===== config.mk =====
export PLATFORM = sky130hd
export DESIGN_NAME = hbis_top
export DESIGN_NICKNAME = d
export VERILOG_FILES = /design/src/include/hbis_pkg.sv /design/src/rtl/hbis_top.sv
export SDC_FILE = /design/constraint.sdc
export NUM_CORES = 1
export LEC_CHECK = 0
export BUFFER_PORTS_ARGS = -buffer_cell sky130_fd_sc_hd__buf_2
export CAP_MARGIN = 20
export CELL_PAD_IN_SITES_DETAIL_PLACEMENT = 0
export CELL_PAD_IN_SITES_GLOBAL_PLACEMENT = 1
export CORE_UTILIZATION = 40
export CTS_BUF_LIST = sky130_fd_sc_hd__clkbuf_2
export DETAILED_ROUTE_END_ITERATION = 7
export PLACE_DENSITY = 0.77
export SLEW_MARGIN = 10
export SYNTH_ARGS = -nofsm -noshare
export SYNTH_HDL_FRONTEND = slang
export SYNTH_SLANG_ARGS = --single-unit
export TNS_END_PERCENT = 1

===== constraint.sdc =====
create_clock -name aclk -period 1.8 [get_ports aclk]
set_input_delay 0.18 -clock aclk [delete_from_list [all_inputs] [get_ports aclk]]
set_output_delay 0.18 -clock aclk [all_outputs]
set_load 0.01 [all_outputs]

===== src/include/hbis_pkg.sv =====
// Constants for the host bus interface and power-on strap block
package hbis_pkg;
  // Register byte addresses on the AXI4-Lite slave
  localparam logic [7:0] ADDR_MISC  = 8'h00; // misc control (video mem width)
  localparam logic [7:0] ADDR_SYSCF = 8'h04; // system config (decode wait)
  localparam logic [7:0] ADDR_CFG1  = 8'h08; // strap capture low byte
  localparam logic [7:0] ADDR_CFG2  = 8'h0C; // strap capture high byte
  localparam logic [7:0] ADDR_STAT  = 8'h10; // live status
  // Documented register indices kept for reference
  localparam logic [7:0] IDX_MISC  = 8'h3A;
  localparam logic [7:0] IDX_SYSCF = 8'h40;
  localparam logic [7:0] IDX_CFG1  = 8'h36;
  localparam logic [7:0] IDX_CFG2  = 8'h37;
  // Field positions
  localparam int MISC_MEM16_BIT  = 7;
  localparam int SYSCF_WAIT_LSB  = 4;
  localparam int STRAP_BUS_LSB   = 0;
  localparam int STRAP_BIOS_BIT  = 3;
  localparam int STRAP_ROM_BIT   = 4;
  localparam int STRAP_EN_BIT    = 8;
  localparam int STRAP_LOCAL_ACCESS_ACTIVE_BIT  = 11;
  localparam int STRAP_M16_BIT   = 12;
  // Bus type codes
  localparam logic [1:0] BUS_EISA  = 2'h0;
  localparam logic [1:0] BUS_LOCAL = 2'h1;
  localparam logic [1:0] BUS_ISA   = 2'h3;
  // Decode wait codes
  localparam logic [1:0] WAIT_NONE = 2'h0;
  localparam logic [1:0] WAIT_ONE  = 2'h1;
  // Reset values
  localparam logic [7:0] MISC_RESET  = 8'h00;
  localparam logic [7:0] SYSCF_RESET = 8'h00;
  // BIOS window, address bits [19:11] in 2 KiB units
  localparam logic [19:15] BIOS_BASE_HI = 5'h18; // C0000-C7FFF
  localparam logic [19:11] BIOS_HOLE    = 9'h18C; // C6000-C67FF
  // AXI responses
  localparam logic [1:0] RESP_OKAY   = 2'h0;
  localparam logic [1:0] RESP_SLVERR = 2'h2;
  // Local bus cycle states
  typedef enum logic [2:0] {
    HBIS_IDLE, HBIS_T2A, HBIS_T2B, HBIS_RDY, HBIS_HOLD, HBIS_HIGH
  } hbis_state_t;
endpackage : hbis_pkg


===== src/rtl/hbis_top.sv =====
// Host bus interface: buffer control, bus sizing, local access, straps
`timescale 1ns/1ps
`default_nettype none
module hbis_top (
  // Clock and reset
  input  wire logic        aclk,
  input  wire logic        aresetn,
  // AXI4-Lite slave
  input  wire logic [7:0]  s_axi_awaddr,
  input  wire logic        s_axi_awvalid,
  output var  logic        s_axi_awready,
  input  wire logic [31:0] s_axi_wdata,
  input  wire logic [3:0]  s_axi_wstrb,
  input  wire logic        s_axi_wvalid,
  output var  logic        s_axi_wready,
  output var  logic [1:0]  s_axi_bresp,
  output var  logic        s_axi_bvalid,
  input  wire logic        s_axi_bready,
  input  wire logic [7:0]  s_axi_araddr,
  input  wire logic        s_axi_arvalid,
  output var  logic        s_axi_arready,
  output var  logic [31:0] s_axi_rdata,
  output var  logic [1:0]  s_axi_rresp,
  output var  logic        s_axi_rvalid,
  input  wire logic        s_axi_rready,
  // Power-on straps
  input  wire logic [15:0] pixel_bus_straps,
  // Host cycle inputs (pins)
  input  wire logic        processor_address_strobe,
  input  wire logic        cycle_is_write,
  input  wire logic        cycle_is_io,
  input  wire logic        cycle_is_dac,
  input  wire logic        cycle_is_bios,
  input  wire logic        graphics_hit,
  input  wire logic [19:11] bios_addr,
  input  wire logic        isa_sa16,
  input  wire logic        upper_addr_zero_low_group,
  input  wire logic        upper_addr_zero_high_group_in,
  input  wire logic        ready_return_in,
  // Host side outputs
  output var  logic        buffer_direction,
  output var  logic        low_byte_buffer_enable_n,
  output var  logic        high_byte_buffer_enable_n,
  output var  logic        memcs16_n_out,
  output var  logic        memcs16_n_oe,
  output var  logic        local_access_active_n_out,
  output var  logic        local_access_active_n_oe,
  output var  logic        device_ready_out_n,
  output var  logic        read_data_drive,
  output var  logic        bios_rom_select_n_out,
  output var  logic        bios_rom_select_n_oe,
  output var  logic        dac_write_strobe,
  output var  logic        bus_is_32bit,
  output var  logic        io_is_16bit
);
  // Synchronised pin inputs
  logic [15:0] strap_s1_reg, strap_s2_reg;
  logic [10:0] pin_s1_reg, pin_s2_reg;
  logic [19:11] ba_s1_reg, ba_s2_reg;
  logic        ads_d_reg;
  always_ff @(posedge aclk) begin
    strap_s1_reg <= pixel_bus_straps;
    strap_s2_reg <= strap_s1_reg;
    pin_s1_reg   <= {processor_address_strobe, cycle_is_write, cycle_is_io,
                     cycle_is_dac, cycle_is_bios, graphics_hit, isa_sa16,
                     upper_addr_zero_low_group, upper_addr_zero_high_group_in,
                     ready_return_in, 1'b0};
    pin_s2_reg   <= pin_s1_reg;
    ba_s1_reg    <= bios_addr;
    ba_s2_reg    <= ba_s1_reg;
  end
  wire ads_s   = pin_s2_reg[10];
  wire wr_s    = pin_s2_reg[9];
  wire io_s    = pin_s2_reg[8];
  wire dac_s   = pin_s2_reg[7];
  wire bios_s  = pin_s2_reg[6];
  wire hit_s   = pin_s2_reg[5];
  wire sa16_s  = pin_s2_reg[4];
  wire up_lo_s = pin_s2_reg[3];
  wire up_hi_s = pin_s2_reg[2];
  wire ready_return_in_s = pin_s2_reg[1];

  // Strap capture at reset release
  logic [15:0] cfg_reg;
  logic        in_reset_reg;
  always_ff @(posedge aclk) begin
    if (!aresetn) begin
      in_reset_reg <= 1'b1;
      cfg_reg      <= 16'h0000;
    end else begin
      in_reset_reg <= 1'b0;
      if (in_reset_reg)
        cfg_reg <= strap_s2_reg;
    end
  end
  wire [1:0] bus_type = cfg_reg[hbis_pkg::STRAP_BUS_LSB +: 2];
  wire is_local = (bus_type == hbis_pkg::BUS_LOCAL);
  wire is_isa   = (bus_type == hbis_pkg::BUS_ISA);
  wire st_bios  = cfg_reg[hbis_pkg::STRAP_BIOS_BIT];
  wire st_rom   = cfg_reg[hbis_pkg::STRAP_ROM_BIT];
  wire st_en    = cfg_reg[hbis_pkg::STRAP_EN_BIT];
  wire st_tri   = cfg_reg[hbis_pkg::STRAP_LOCAL_ACCESS_ACTIVE_BIT];
  wire st_m16   = cfg_reg[hbis_pkg::STRAP_M16_BIT];

  // Software registers
  logic [7:0] misc_reg, syscf_reg;
  wire mem16   = misc_reg[hbis_pkg::MISC_MEM16_BIT];
  wire [1:0] dwait = syscf_reg[hbis_pkg::SYSCF_WAIT_LSB +: 2];

  // BIOS window decode
  wire bios_in  = (ba_s2_reg[19:15] == hbis_pkg::BIOS_BASE_HI);
  wire bios_hole = (ba_s2_reg == hbis_pkg::BIOS_HOLE);
  wire bios_hit = bios_s && bios_in && (st_bios || !bios_hole);
  // Upper address qualification; the high group pin is lost in ROM mode
  wire rom_mode = is_local && !st_rom;
  wire upper_ok = up_lo_s && (rom_mode || up_hi_s);
  // DAC accesses go local only when strap 12 is high
  wire dac_local = !dac_s || st_m16;
  wire claim = is_local && st_en && hit_s && upper_ok && dac_local;
  wire ads_rise = ads_s && !ads_d_reg;

  // Local bus cycle sequencer
  hbis_pkg::hbis_state_t state_reg, state_next;
  always_comb begin
    state_next = state_reg;
    case (state_reg)
      hbis_pkg::HBIS_IDLE:
        if (ads_rise && claim) state_next = hbis_pkg::HBIS_T2A;
      hbis_pkg::HBIS_T2A:
        state_next = (dwait == hbis_pkg::WAIT_NONE) ? hbis_pkg::HBIS_RDY
                                                    : hbis_pkg::HBIS_T2B;
      hbis_pkg::HBIS_T2B: state_next = hbis_pkg::HBIS_RDY;
      hbis_pkg::HBIS_RDY:
        state_next = wr_s ? hbis_pkg::HBIS_HIGH : hbis_pkg::HBIS_HOLD;
      hbis_pkg::HBIS_HOLD:
        if (ready_return_in_s) state_next = hbis_pkg::HBIS_HIGH;
      hbis_pkg::HBIS_HIGH: state_next = hbis_pkg::HBIS_IDLE;
      default: state_next = hbis_pkg::HBIS_IDLE;
    endcase
  end

  // Local access drive: three-state or level form
  logic local_access_active_low, local_access_active_oe_n;
  logic level_low_reg;
  logic float_reg;
  wire in_t2 = (state_reg == hbis_pkg::HBIS_T2A) ||
               (state_reg == hbis_pkg::HBIS_T2B);
  wire tri_low = (state_reg == hbis_pkg::HBIS_RDY) ||
                 (state_reg == hbis_pkg::HBIS_HOLD) ||
                 (in_t2 && (dwait == hbis_pkg::WAIT_NONE ||
                            state_reg == hbis_pkg::HBIS_T2B));
  always_comb begin
    if (st_tri) begin
      local_access_active_low  = tri_low;
      local_access_active_oe_n = !(tri_low || (state_reg == hbis_pkg::HBIS_HIGH) ||
                    !float_reg);
    end else begin
      local_access_active_low  = level_low_reg;
      local_access_active_oe_n = 1'b0;
    end
  end

  wire memcs_drive = is_isa && mem16 && !io_s;
  wire memcs_val_n = st_m16 ? !hit_s : !mem16;

  always_ff @(posedge aclk) begin
    if (!aresetn) begin
      state_reg                 <= hbis_pkg::HBIS_IDLE;
      ads_d_reg                 <= 1'b0;
      level_low_reg             <= 1'b0;
      float_reg                 <= 1'b1;
      buffer_direction          <= 1'b0;
      low_byte_buffer_enable_n  <= 1'b1;
      high_byte_buffer_enable_n <= 1'b1;
      memcs16_n_out             <= 1'b1;
      memcs16_n_oe              <= 1'b1;
      local_access_active_n_out <= 1'b1;
      local_access_active_n_oe  <= 1'b1;
      device_ready_out_n        <= 1'b1;
      read_data_drive           <= 1'b0;
      bios_rom_select_n_out     <= 1'b1;
      bios_rom_select_n_oe      <= 1'b1;
      dac_write_strobe          <= 1'b0;
      bus_is_32bit              <= 1'b0;
      io_is_16bit               <= 1'b0;
    end else begin
      state_reg <= state_next;
      ads_d_reg <= ads_s;
      // Level form stays low until the next cycle's strobe (its T1)
      if (ads_rise)
        level_low_reg <= claim;
      // Release during first T2 of the next cycle
      if (state_reg == hbis_pkg::HBIS_HIGH)
        float_reg <= 1'b0;
      else if (state_reg == hbis_pkg::HBIS_T2A || !float_reg && ads_rise)
        float_reg <= 1'b1;
      buffer_direction <= wr_s;
      low_byte_buffer_enable_n  <= !(hit_s || bios_hit);
      high_byte_buffer_enable_n <= !((hit_s && (io_s ? !dac_s : mem16)) ||
                                     (bios_hit && mem16));
      memcs16_n_out <= memcs_val_n;
      memcs16_n_oe  <= !memcs_drive;
      local_access_active_n_out <= !local_access_active_low;
      local_access_active_n_oe  <= local_access_active_oe_n;
      device_ready_out_n <= !(state_reg == hbis_pkg::HBIS_RDY);
      read_data_drive <= (state_reg == hbis_pkg::HBIS_RDY && !wr_s) ||
                         (state_reg == hbis_pkg::HBIS_HOLD && !ready_return_in_s);
      bios_rom_select_n_out <= !bios_hit;
      bios_rom_select_n_oe  <= !rom_mode;
      // DAC writes reach the local DAC even when not claimed
      dac_write_strobe <= ads_rise && dac_s && wr_s && hit_s;
      bus_is_32bit <= is_local;
      io_is_16bit  <= is_isa && !dac_s;
    end
  end

  // AXI4-Lite slave: one write and one read at a time
  logic aw_hold_reg, w_hold_reg;
  logic [7:0]  awaddr_reg;
  logic [31:0] wdata_reg;
  logic [3:0]  wstrb_reg;
  wire aw_take = s_axi_awvalid && s_axi_awready;
  wire w_take  = s_axi_wvalid && s_axi_wready;
  wire wr_go   = aw_hold_reg && w_hold_reg && !s_axi_bvalid;
  wire wr_misc  = (awaddr_reg == hbis_pkg::ADDR_MISC);
  wire wr_syscf = (awaddr_reg == hbis_pkg::ADDR_SYSCF);
  wire wr_ok    = wr_misc || wr_syscf || awaddr_reg == hbis_pkg::ADDR_CFG1 ||
                  awaddr_reg == hbis_pkg::ADDR_CFG2 ||
                  awaddr_reg == hbis_pkg::ADDR_STAT;
  wire [31:0] stat_word = {24'h000000, 2'h0, is_local, is_isa,
                           memcs_drive, rom_mode, st_en, st_tri};
  wire [31:0] rd_word =
    (s_axi_araddr == hbis_pkg::ADDR_MISC)  ? {24'h000000, misc_reg}  :
    (s_axi_araddr == hbis_pkg::ADDR_SYSCF) ? {24'h000000, syscf_reg} :
    (s_axi_araddr == hbis_pkg::ADDR_CFG1)  ? {24'h000000, cfg_reg[7:0]} :
    (s_axi_araddr == hbis_pkg::ADDR_CFG2)  ? {24'h000000, cfg_reg[15:8]} :
    (s_axi_araddr == hbis_pkg::ADDR_STAT)  ? stat_word : 32'h00000000;
  wire rd_ok = s_axi_araddr == hbis_pkg::ADDR_MISC ||
               s_axi_araddr == hbis_pkg::ADDR_SYSCF ||
               s_axi_araddr == hbis_pkg::ADDR_CFG1 ||
               s_axi_araddr == hbis_pkg::ADDR_CFG2 ||
               s_axi_araddr == hbis_pkg::ADDR_STAT;

  always_ff @(posedge aclk) begin
    if (!aresetn) begin
      aw_hold_reg   <= 1'b0;
      w_hold_reg    <= 1'b0;
      awaddr_reg    <= 8'h00;
      wdata_reg     <= 32'h00000000;
      wstrb_reg     <= 4'h0;
      s_axi_awready <= 1'b0;
      s_axi_wready  <= 1'b0;
      s_axi_bvalid  <= 1'b0;
      s_axi_bresp   <= hbis_pkg::RESP_OKAY;
      s_axi_arready <= 1'b0;
      s_axi_rvalid  <= 1'b0;
      s_axi_rdata   <= 32'h00000000;
      s_axi_rresp   <= hbis_pkg::RESP_OKAY;
      misc_reg      <= hbis_pkg::MISC_RESET;
      syscf_reg     <= hbis_pkg::SYSCF_RESET;
    end else begin
      s_axi_awready <= !aw_hold_reg && !aw_take;
      s_axi_wready  <= !w_hold_reg && !w_take;
      if (aw_take) begin
        aw_hold_reg <= 1'b1;
        awaddr_reg  <= {s_axi_awaddr[7:2], 2'b00};
      end
      if (w_take) begin
        w_hold_reg <= 1'b1;
        wdata_reg  <= s_axi_wdata;
        wstrb_reg  <= s_axi_wstrb;
      end
      if (wr_go) begin
        aw_hold_reg  <= 1'b0;
        w_hold_reg   <= 1'b0;
        s_axi_bvalid <= 1'b1;
        s_axi_bresp  <= wr_ok ? hbis_pkg::RESP_OKAY : hbis_pkg::RESP_SLVERR;
        if (wr_misc && wstrb_reg[0])
          misc_reg <= wdata_reg[7:0];
        if (wr_syscf && wstrb_reg[0])
          syscf_reg <= wdata_reg[7:0];
      end else if (s_axi_bvalid && s_axi_bready) begin
        s_axi_bvalid <= 1'b0;
      end
      s_axi_arready <= !s_axi_rvalid && !s_axi_arready;
      if (s_axi_arvalid && s_axi_arready) begin
        s_axi_rvalid <= 1'b1;
        s_axi_rdata  <= rd_word;
        s_axi_rresp  <= rd_ok ? hbis_pkg::RESP_OKAY : hbis_pkg::RESP_SLVERR;
      end else if (s_axi_rvalid && s_axi_rready) begin
        s_axi_rvalid <= 1'b0;
      end
    end
  end

  // Checks
  ready_one_clk_a: assert property (@(posedge aclk) disable iff (!aresetn)
    !device_ready_out_n |=> device_ready_out_n)
    else $error("ready held more than one clock");
  memcs_float_a: assert property (@(posedge aclk) disable iff (!aresetn)
    !$past(mem16) && !mem16 |-> memcs16_n_oe)
    else $error("MEMCS16 driven in 8-bit mode");
  bus32_local_a: assert property (@(posedge aclk) disable iff (!aresetn)
    $past(is_local) |-> bus_is_32bit)
    else $error("local bus not 32 bit");
  dir_follows_a: assert property (@(posedge aclk) disable iff (!aresetn)
    $past(aresetn) |-> buffer_direction == $past(wr_s))
    else $error("buffer direction wrong");
  wait_zero_a: assert property (@(posedge aclk) disable iff (!aresetn)
    state_reg == hbis_pkg::HBIS_T2A && dwait == hbis_pkg::WAIT_NONE
    |=> state_reg == hbis_pkg::HBIS_RDY ##1 !device_ready_out_n)
    else $error("no-wait ready late");
  level_drive_a: assert property (@(posedge aclk) disable iff (!aresetn)
    $past(aresetn) && !st_tri && $past(!st_tri)
    |-> !local_access_active_n_oe)
    else $error("level form floated");
  hold_data_a: assert property (@(posedge aclk) disable iff (!aresetn)
    state_reg == hbis_pkg::HBIS_HOLD && !ready_return_in_s |=> read_data_drive)
    else $error("read data dropped early");
  dac_suppress_a: assert property (@(posedge aclk) disable iff (!aresetn)
    state_reg == hbis_pkg::HBIS_IDLE && ads_rise && dac_s && !st_m16
    |=> state_reg == hbis_pkg::HBIS_IDLE)
    else $error("DAC cycle claimed with strap low");
  disabled_a: assert property (@(posedge aclk) disable iff (!aresetn)
    !st_en && state_reg == hbis_pkg::HBIS_IDLE |=>
    state_reg == hbis_pkg::HBIS_IDLE)
    else $error("disabled device claimed cycle");
endmodule : hbis_top
`default_nettype wire


-- Yosys cells after proc, flatten, opt, wreduce, memory -nomap -nowiden
Cells that the tools add are included.
- reductions and logical operators: 91
- bitwise gates (word level): 1
- multiplexer cells: 23
- eq/ne operators: 19
- operators by type and width (cell ; count):
    $logic_and A1 B1 Y1 ; 34
    $mux W8 ; 4
    $logic_not A1 Y1 ; 25
    $logic_or A1 B1 Y1 ; 21
    $eq A8 B4 Y1 const B ; 2
    $logic_not A8 Y1 ; 2
    $pmux W3 S5 ; 1
    $mux W1 ; 13
    $eq A6 B2 Y1 const B ; 2
    $eq A9 B9 Y1 const B ; 1
    $eq A8 B3 Y1 const B ; 1
    $eq A8 B5 Y1 const B ; 1
    $eq A3 B2 Y1 const B ; 2
    $eq A3 B3 Y1 const B ; 2
    $eq A6 B1 Y1 const B ; 1
    $eq A6 B3 Y1 const B ; 1
    $mux W3 ; 2
    $mux W6 ; 1
    $reduce_and A2 Y1 ; 3
    $reduce_bool A2 Y1 ; 3
    $eq A5 B5 Y1 const B ; 1
    $mux W2 ; 2
    $ne A2 B2 Y1 const B ; 2
    $eq A3 B1 Y1 const B ; 1
    6 further kinds ; 6
- word-level logic and storage cells: 175
- register bits: 181
- output and inout bits: 55

-- Longest topological paths before layout
- depth after elaboration: 9
- mapped depth: 6
- gate-level depth less buffers: 4

-- Worst setup path before layout
OpenSTA, ideal clock, no wires.
- kind: input to register
- start point: input port s_axi_araddr[1]
- end point: register s_axi_rdata[3]
- setup time: 61 ps
- stages on the path: 4
- data required time: 1739 ps
- setup slack: 287 ps
- data arrival time: 1452 ps
- path buffers: 0
- cell sequence: or4_4 > or4_4 > a31oi_1 > a32o_1
- cells in the longest elaborated chain, start to end: 6
- ends and longest elaborated chain (what ; line ; RTL):
    start, declared ; hbis_top.sv:19 ; input wire logic [7:0] s_axi_araddr,
    $eq A8 B5 Y1 ; hbis_top.sv:237 ; (s_axi_araddr == hbis_pkg::ADDR_STAT) ? stat_word : 32'h00000000;
    $mux W6 ; hbis_top.sv:237 ;
    $mux W8 ; hbis_top.sv:236 ; (s_axi_araddr == hbis_pkg::ADDR_CFG2) ? {24'h000000, cfg_reg[15:8]} :
    $mux W8 ; hbis_top.sv:235 ; (s_axi_araddr == hbis_pkg::ADDR_CFG1) ? {24'h000000, cfg_reg[7:0]} :
    $mux W8 ; hbis_top.sv:234 ; (s_axi_araddr == hbis_pkg::ADDR_SYSCF) ? {24'h000000, syscf_reg} :
    $mux W8 (*) ; hbis_top.sv:233 ; (s_axi_araddr == hbis_pkg::ADDR_MISC) ? {24'h000000, misc_reg} :
    end signal, assigned ; hbis_top.sv:288 ; s_axi_rdata <= rd_word;
    end, declared ; hbis_top.sv:22 ; output var logic [31:0] s_axi_rdata,
Every way passes the cells marked *; elsewhere a longest branch is shown, timed or not.
A chain may end at the register's enable or synchronous reset.

-- Worst setup path in the final report
- start point: input port s_axi_araddr[1]
- end point: register s_axi_rdata[7]
- cells in the longest elaborated chain, start to end: 5
- ends and longest elaborated chain (what ; line):
    $eq A8 B4 Y1 ; hbis_top.sv:236
    $mux W8 ; hbis_top.sv:236
    $mux W8 ; hbis_top.sv:235
    $mux W8 ; hbis_top.sv:234
    $mux W8 (*) ; hbis_top.sv:233
Marks and branches as above.

==> summary by stage <==
Global route
The maximum number of pins on one net before global-route repair is 30. The first global-routing pass estimated 17,300 um of wire. Summed over all layers, the global routing overflow is 0. The number of global-route vias before repair is about 3,700. The initial antenna violation count came to 0. The overall global routing resource usage is 0.176.

Logic synthesis
Counting flops with an async set or reset pin after synthesis yields a share of 0. Of the total synthesized cell area, the portion taken by full adders, half adders and majority gates is 0. In the synthesized netlist the dominant register cell turns out to be sky130_fd_sc_hd__dfxtp_1. The number of flip-flops and latches in the synthesized netlist is 153.

The count of warnings emitted by yosys is 0. In this run, synthesis inferred 0 flip-flops with an integrated enable. The netlist uses 44 different library cells. The average instance in the mapped netlist occupies roughly 11 um^2. For this run, the register share of the synthesized area comes to 0.621.

The post-synthesis share of cell area spent on and, or, nand and nor gates is 0.136. The largest family of logic cells by synthesized area is simple AND/OR/NAND/NOR gates. The portion of netlist area occupied by mux cells is 0.0863.

The post-synthesis compound-gate area fraction is 0.0926. The cell count after synthesis came out at between 400 and 500. The combined area of all synthesized cells is slightly below 5000 um^2. Of the total synthesized cell area, the portion taken by XOR and XNOR cells is 0.00178.

Worst setup path
The cell type of the slowest stage on the worst timing path is sky130_fd_sc_hd__or4_4. Data arrives at the worst endpoint at 2.45 ns. The maximum cell stage delay along the critical path is about 0.55 ns. The critical path is of the in -> reg type.

The most used cell along the critical path is sky130_fd_sc_hd__dlygate4sd3_1. The element type at the critical path end is a register. The worst setup path is launched from an input pin. Of all nets on the critical path, the largest fanout is 4. The required time of the critical path is around 2.4 ns. Traced cell by cell, the critical path runs through dlygate4sd3_1 -> buf_2 -> or4_4 -> nor3_2 -> buf_4 -> nand3_1 -> a21oi_1 -> dlygate4sd3_1.

Drt
The first detailed-routing pass ran for 4 iterations. For this block, the via count after detailed routing is roughly 3,800. In the final routed layout, each cell accounts on average for around 13 um. The first routing iteration left ~150 violations. The post-detailed-route count of antenna-violating nets is 0. The via density per instance is 4.66.

For this run, design rule violations remaining after detail routing come to 0. The total wire length is between 10,000 and 15,000 um.

Timing
Setup violations remaining at the end of the flow were counted as 1. The post-layout worst setup margin is -0.0198 ns. Hold timing on the final database bottoms out at a slack of just over 0.1 ns. In the finished design, the share of the clock period the worst path needs comes to 1.01. Static timing analysis puts the maximum clock frequency at about 550 MHz. The final max-slew violation count is 0. The maximum clock skew at final layout is approximately 0.021 ns. The final hold violation count is 0. The smallest clock period supported by the final layout is computed as between 1.5 and 2 ns.

Clock network
The clock tree synthesis step divided the H-tree into 4 levels. The clock insertion delay at the later pin of the skew report is ~0.68 ns. TritonCTS built the clock tree. Clock tree synthesis inserted a total of 17 buffers.

The number of clock sinks is 153. The clock input transition at the sequential cells of the worst setup and hold paths is around 0.21 ns. No sink is reached through more buffers than the 2 on the longest clock path. The clock root buffer master is sky130_fd_sc_hd__clkbuf_2.

Finish
The layout overhead on the synthesized area is 32.8%. The antenna diode instance count is 0. Once layout is complete, the utilization of the core stands at 0.545. At the end of the flow, the number of nets in the layout was between 700 and 800. The finished layout holds between 800 and 900 standard cells, fillers aside.

The fraction of final layout cells sized beyond drive strength 1 is 0.232.

Flow run
The count of max-cap constraint violations is 0.

Floorplanning
~150 I/O pins were placed. The total die area is between 10,000 and 15,000 um^2. The number of rows created at floorplan is 40. The die is 113 um wide. In this run the vertical extent of the chip is around 110 um.

The region available for standard cell placement spans around 12,000 um^2. For this configuration, the core starts out at a cell density of 0.411.

Power and ir drop
The analysis attributes to cell leakage a power of between 2 and 3 nW. The power density of the placed cells is between 800 and 900 nW/um^2. The worst-case vdd ir drop is 0.000994 V.

Run status
The final reports fail on setup timing. The run finished, with violations left.

Placed design
The congestion estimate from routability-driven global placement came to around 0.77. Counting tap cells, the placed design contains a total of around 700 instances. During placement, the flow inserted port buffers numbering 92. Detailed placement ended at an HPWL of roughly 7100 um.

Min path
The path class of the tightest hold or removal check is in -> reg.
cell families after synthesis:
family                 count (synthesis)
buffers and inverters                 54
other                                  1
flip-flops                           153
multiplexers                          39
XOR/XNOR                               1
AO/OA/AOI/OAI                         76
AND/OR/NAND/NOR                      141
cell type report:
class                      count  area, um^2
fill                        1104        5460
sequential                   153        3060
multi-input combinational    283        1660
timing repair buffer         190        1400
tap                          147         184
clock inverter                13         123
clock buffer                  17        85.1
inverter                       9        33.8
power breakdown:
part           total, mW  switching, mW  leakage, nW  internal (mW)
clock               1.68           1.19        0.109          0.490
sequential          3.63         0.0856         1.27           3.55
combinational      0.543          0.253         1.38          0.290
total               5.86           1.53         2.76           4.33
cells in the mapped netlist (2+ instances only):
library cell               instances  area share
sky130_fd_sc_hd__dfxtp_1         153        0.62
sky130_fd_sc_hd__nand2_1          59       0.045
sky130_fd_sc_hd__a21oi_1          29       0.029
sky130_fd_sc_hd__mux2i_1          29       0.059
sky130_fd_sc_hd__nor2_1           27       0.021
sky130_fd_sc_hd__buf_4            26       0.040
sky130_fd_sc_hd__nand3_1          19       0.019
sky130_fd_sc_hd__clkbuf_1         16       0.012
sky130_fd_sc_hd__o21ai_0          15       0.015
sky130_fd_sc_hd__o22ai_1          10       0.013
sky130_fd_sc_hd__inv_1             9      0.0068
sky130_fd_sc_hd__mux2_2            8       0.018
sky130_fd_sc_hd__and2_1            6      0.0076
sky130_fd_sc_hd__a31oi_1           5      0.0063
sky130_fd_sc_hd__nor3b_1           5      0.0076
sky130_fd_sc_hd__nand2b_1          4      0.0051
sky130_fd_sc_hd__nor2b_1           4      0.0051
sky130_fd_sc_hd__nor3_1            4      0.0041
sky130_fd_sc_hd__a32o_1            3      0.0061
sky130_fd_sc_hd__buf_2             3      0.0030
sky130_fd_sc_hd__o211ai_1          3      0.0046
sky130_fd_sc_hd__a22o_1            2      0.0036
sky130_fd_sc_hd__a311oi_1          2      0.0036
sky130_fd_sc_hd__mux4_2            2      0.0091
sky130_fd_sc_hd__or2_2             2      0.0025
sky130_fd_sc_hd__or4_4             2      0.0046
per-layer routing:
metal	up-vias	global-route usage	routed length [um]
met5	-	0	0
met4	0	0.0711	147
met3	15	0.0562	568
met2	108	0.292	5060
met1	1733	0.212	4690
li1	1927	-	-
what timing repair did:
item                                    CTS  global route
resized for setup                         0             1
endpoints found under the setup margin    0             2
hold buffers                             81             0
endpoints found under the hold margin    92             0
setup buffers                             0             3
worst paths after layout:
kind / from / slack, ns / endpoint / cells after the start
setup / recovery: s_axi_araddr[1] / -0.02 / s_axi_rdata[7] / 8
hold / removal: pixel_bus_straps[15] / 0.10 / strap_s1_reg[15] / 2
setup reg to reg: misc_reg[7] / 0.05 / s_axi_rdata[7] / 4
hold reg to reg: strap_s1_reg[5] / 0.34 / strap_s2_reg[5] / 0
worst max-delay path, delay by kind of cell:
kind	cells	cell delay (ns)
buf+inv	4	1.36
compound gates	1	0.14
simple gates	3	0.76
placed cells by master (no fill, tap or decap), types with 8 or more instances in the layout:
cell type / count
sky130_fd_sc_hd__a21oi_1: 29
sky130_fd_sc_hd__dlygate4sd3_1: 81
sky130_fd_sc_hd__buf_4: 17
sky130_fd_sc_hd__conb_1: 26
sky130_fd_sc_hd__nand3_1: 19
sky130_fd_sc_hd__mux2i_1: 29
sky130_fd_sc_hd__dfxtp_1: 153
sky130_fd_sc_hd__clkbuf_2: 17
sky130_fd_sc_hd__mux2_2: 8
sky130_fd_sc_hd__o22ai_1: 10
sky130_fd_sc_hd__o21ai_0: 15
sky130_fd_sc_hd__inv_1: 9
sky130_fd_sc_hd__nand2_1: 59
sky130_fd_sc_hd__nor2_1: 27
sky130_fd_sc_hd__buf_2: 91
stage by stage:
step / power (mW) / setup slack (ns) / setup TNS (ns) / instance area (um^2)
2_1_floorplan: 3.98 / 0.287 / 0 / 5030
3_3_place_gp: 4.10 / 0.114 / 0 / 5510
3_5_place_dp: 4.11 / 0.100 / 0 / 5510
4_1_cts: 5.91 / 0.0367 / 0 / 6520
5_1_grt: 6.17 / -0.00415 / -0.00415 / 6550
6_report: 5.86 / -0.0198 / -0.0198 / 6550
Note: power is estimated with default switching activity, not from simulation.
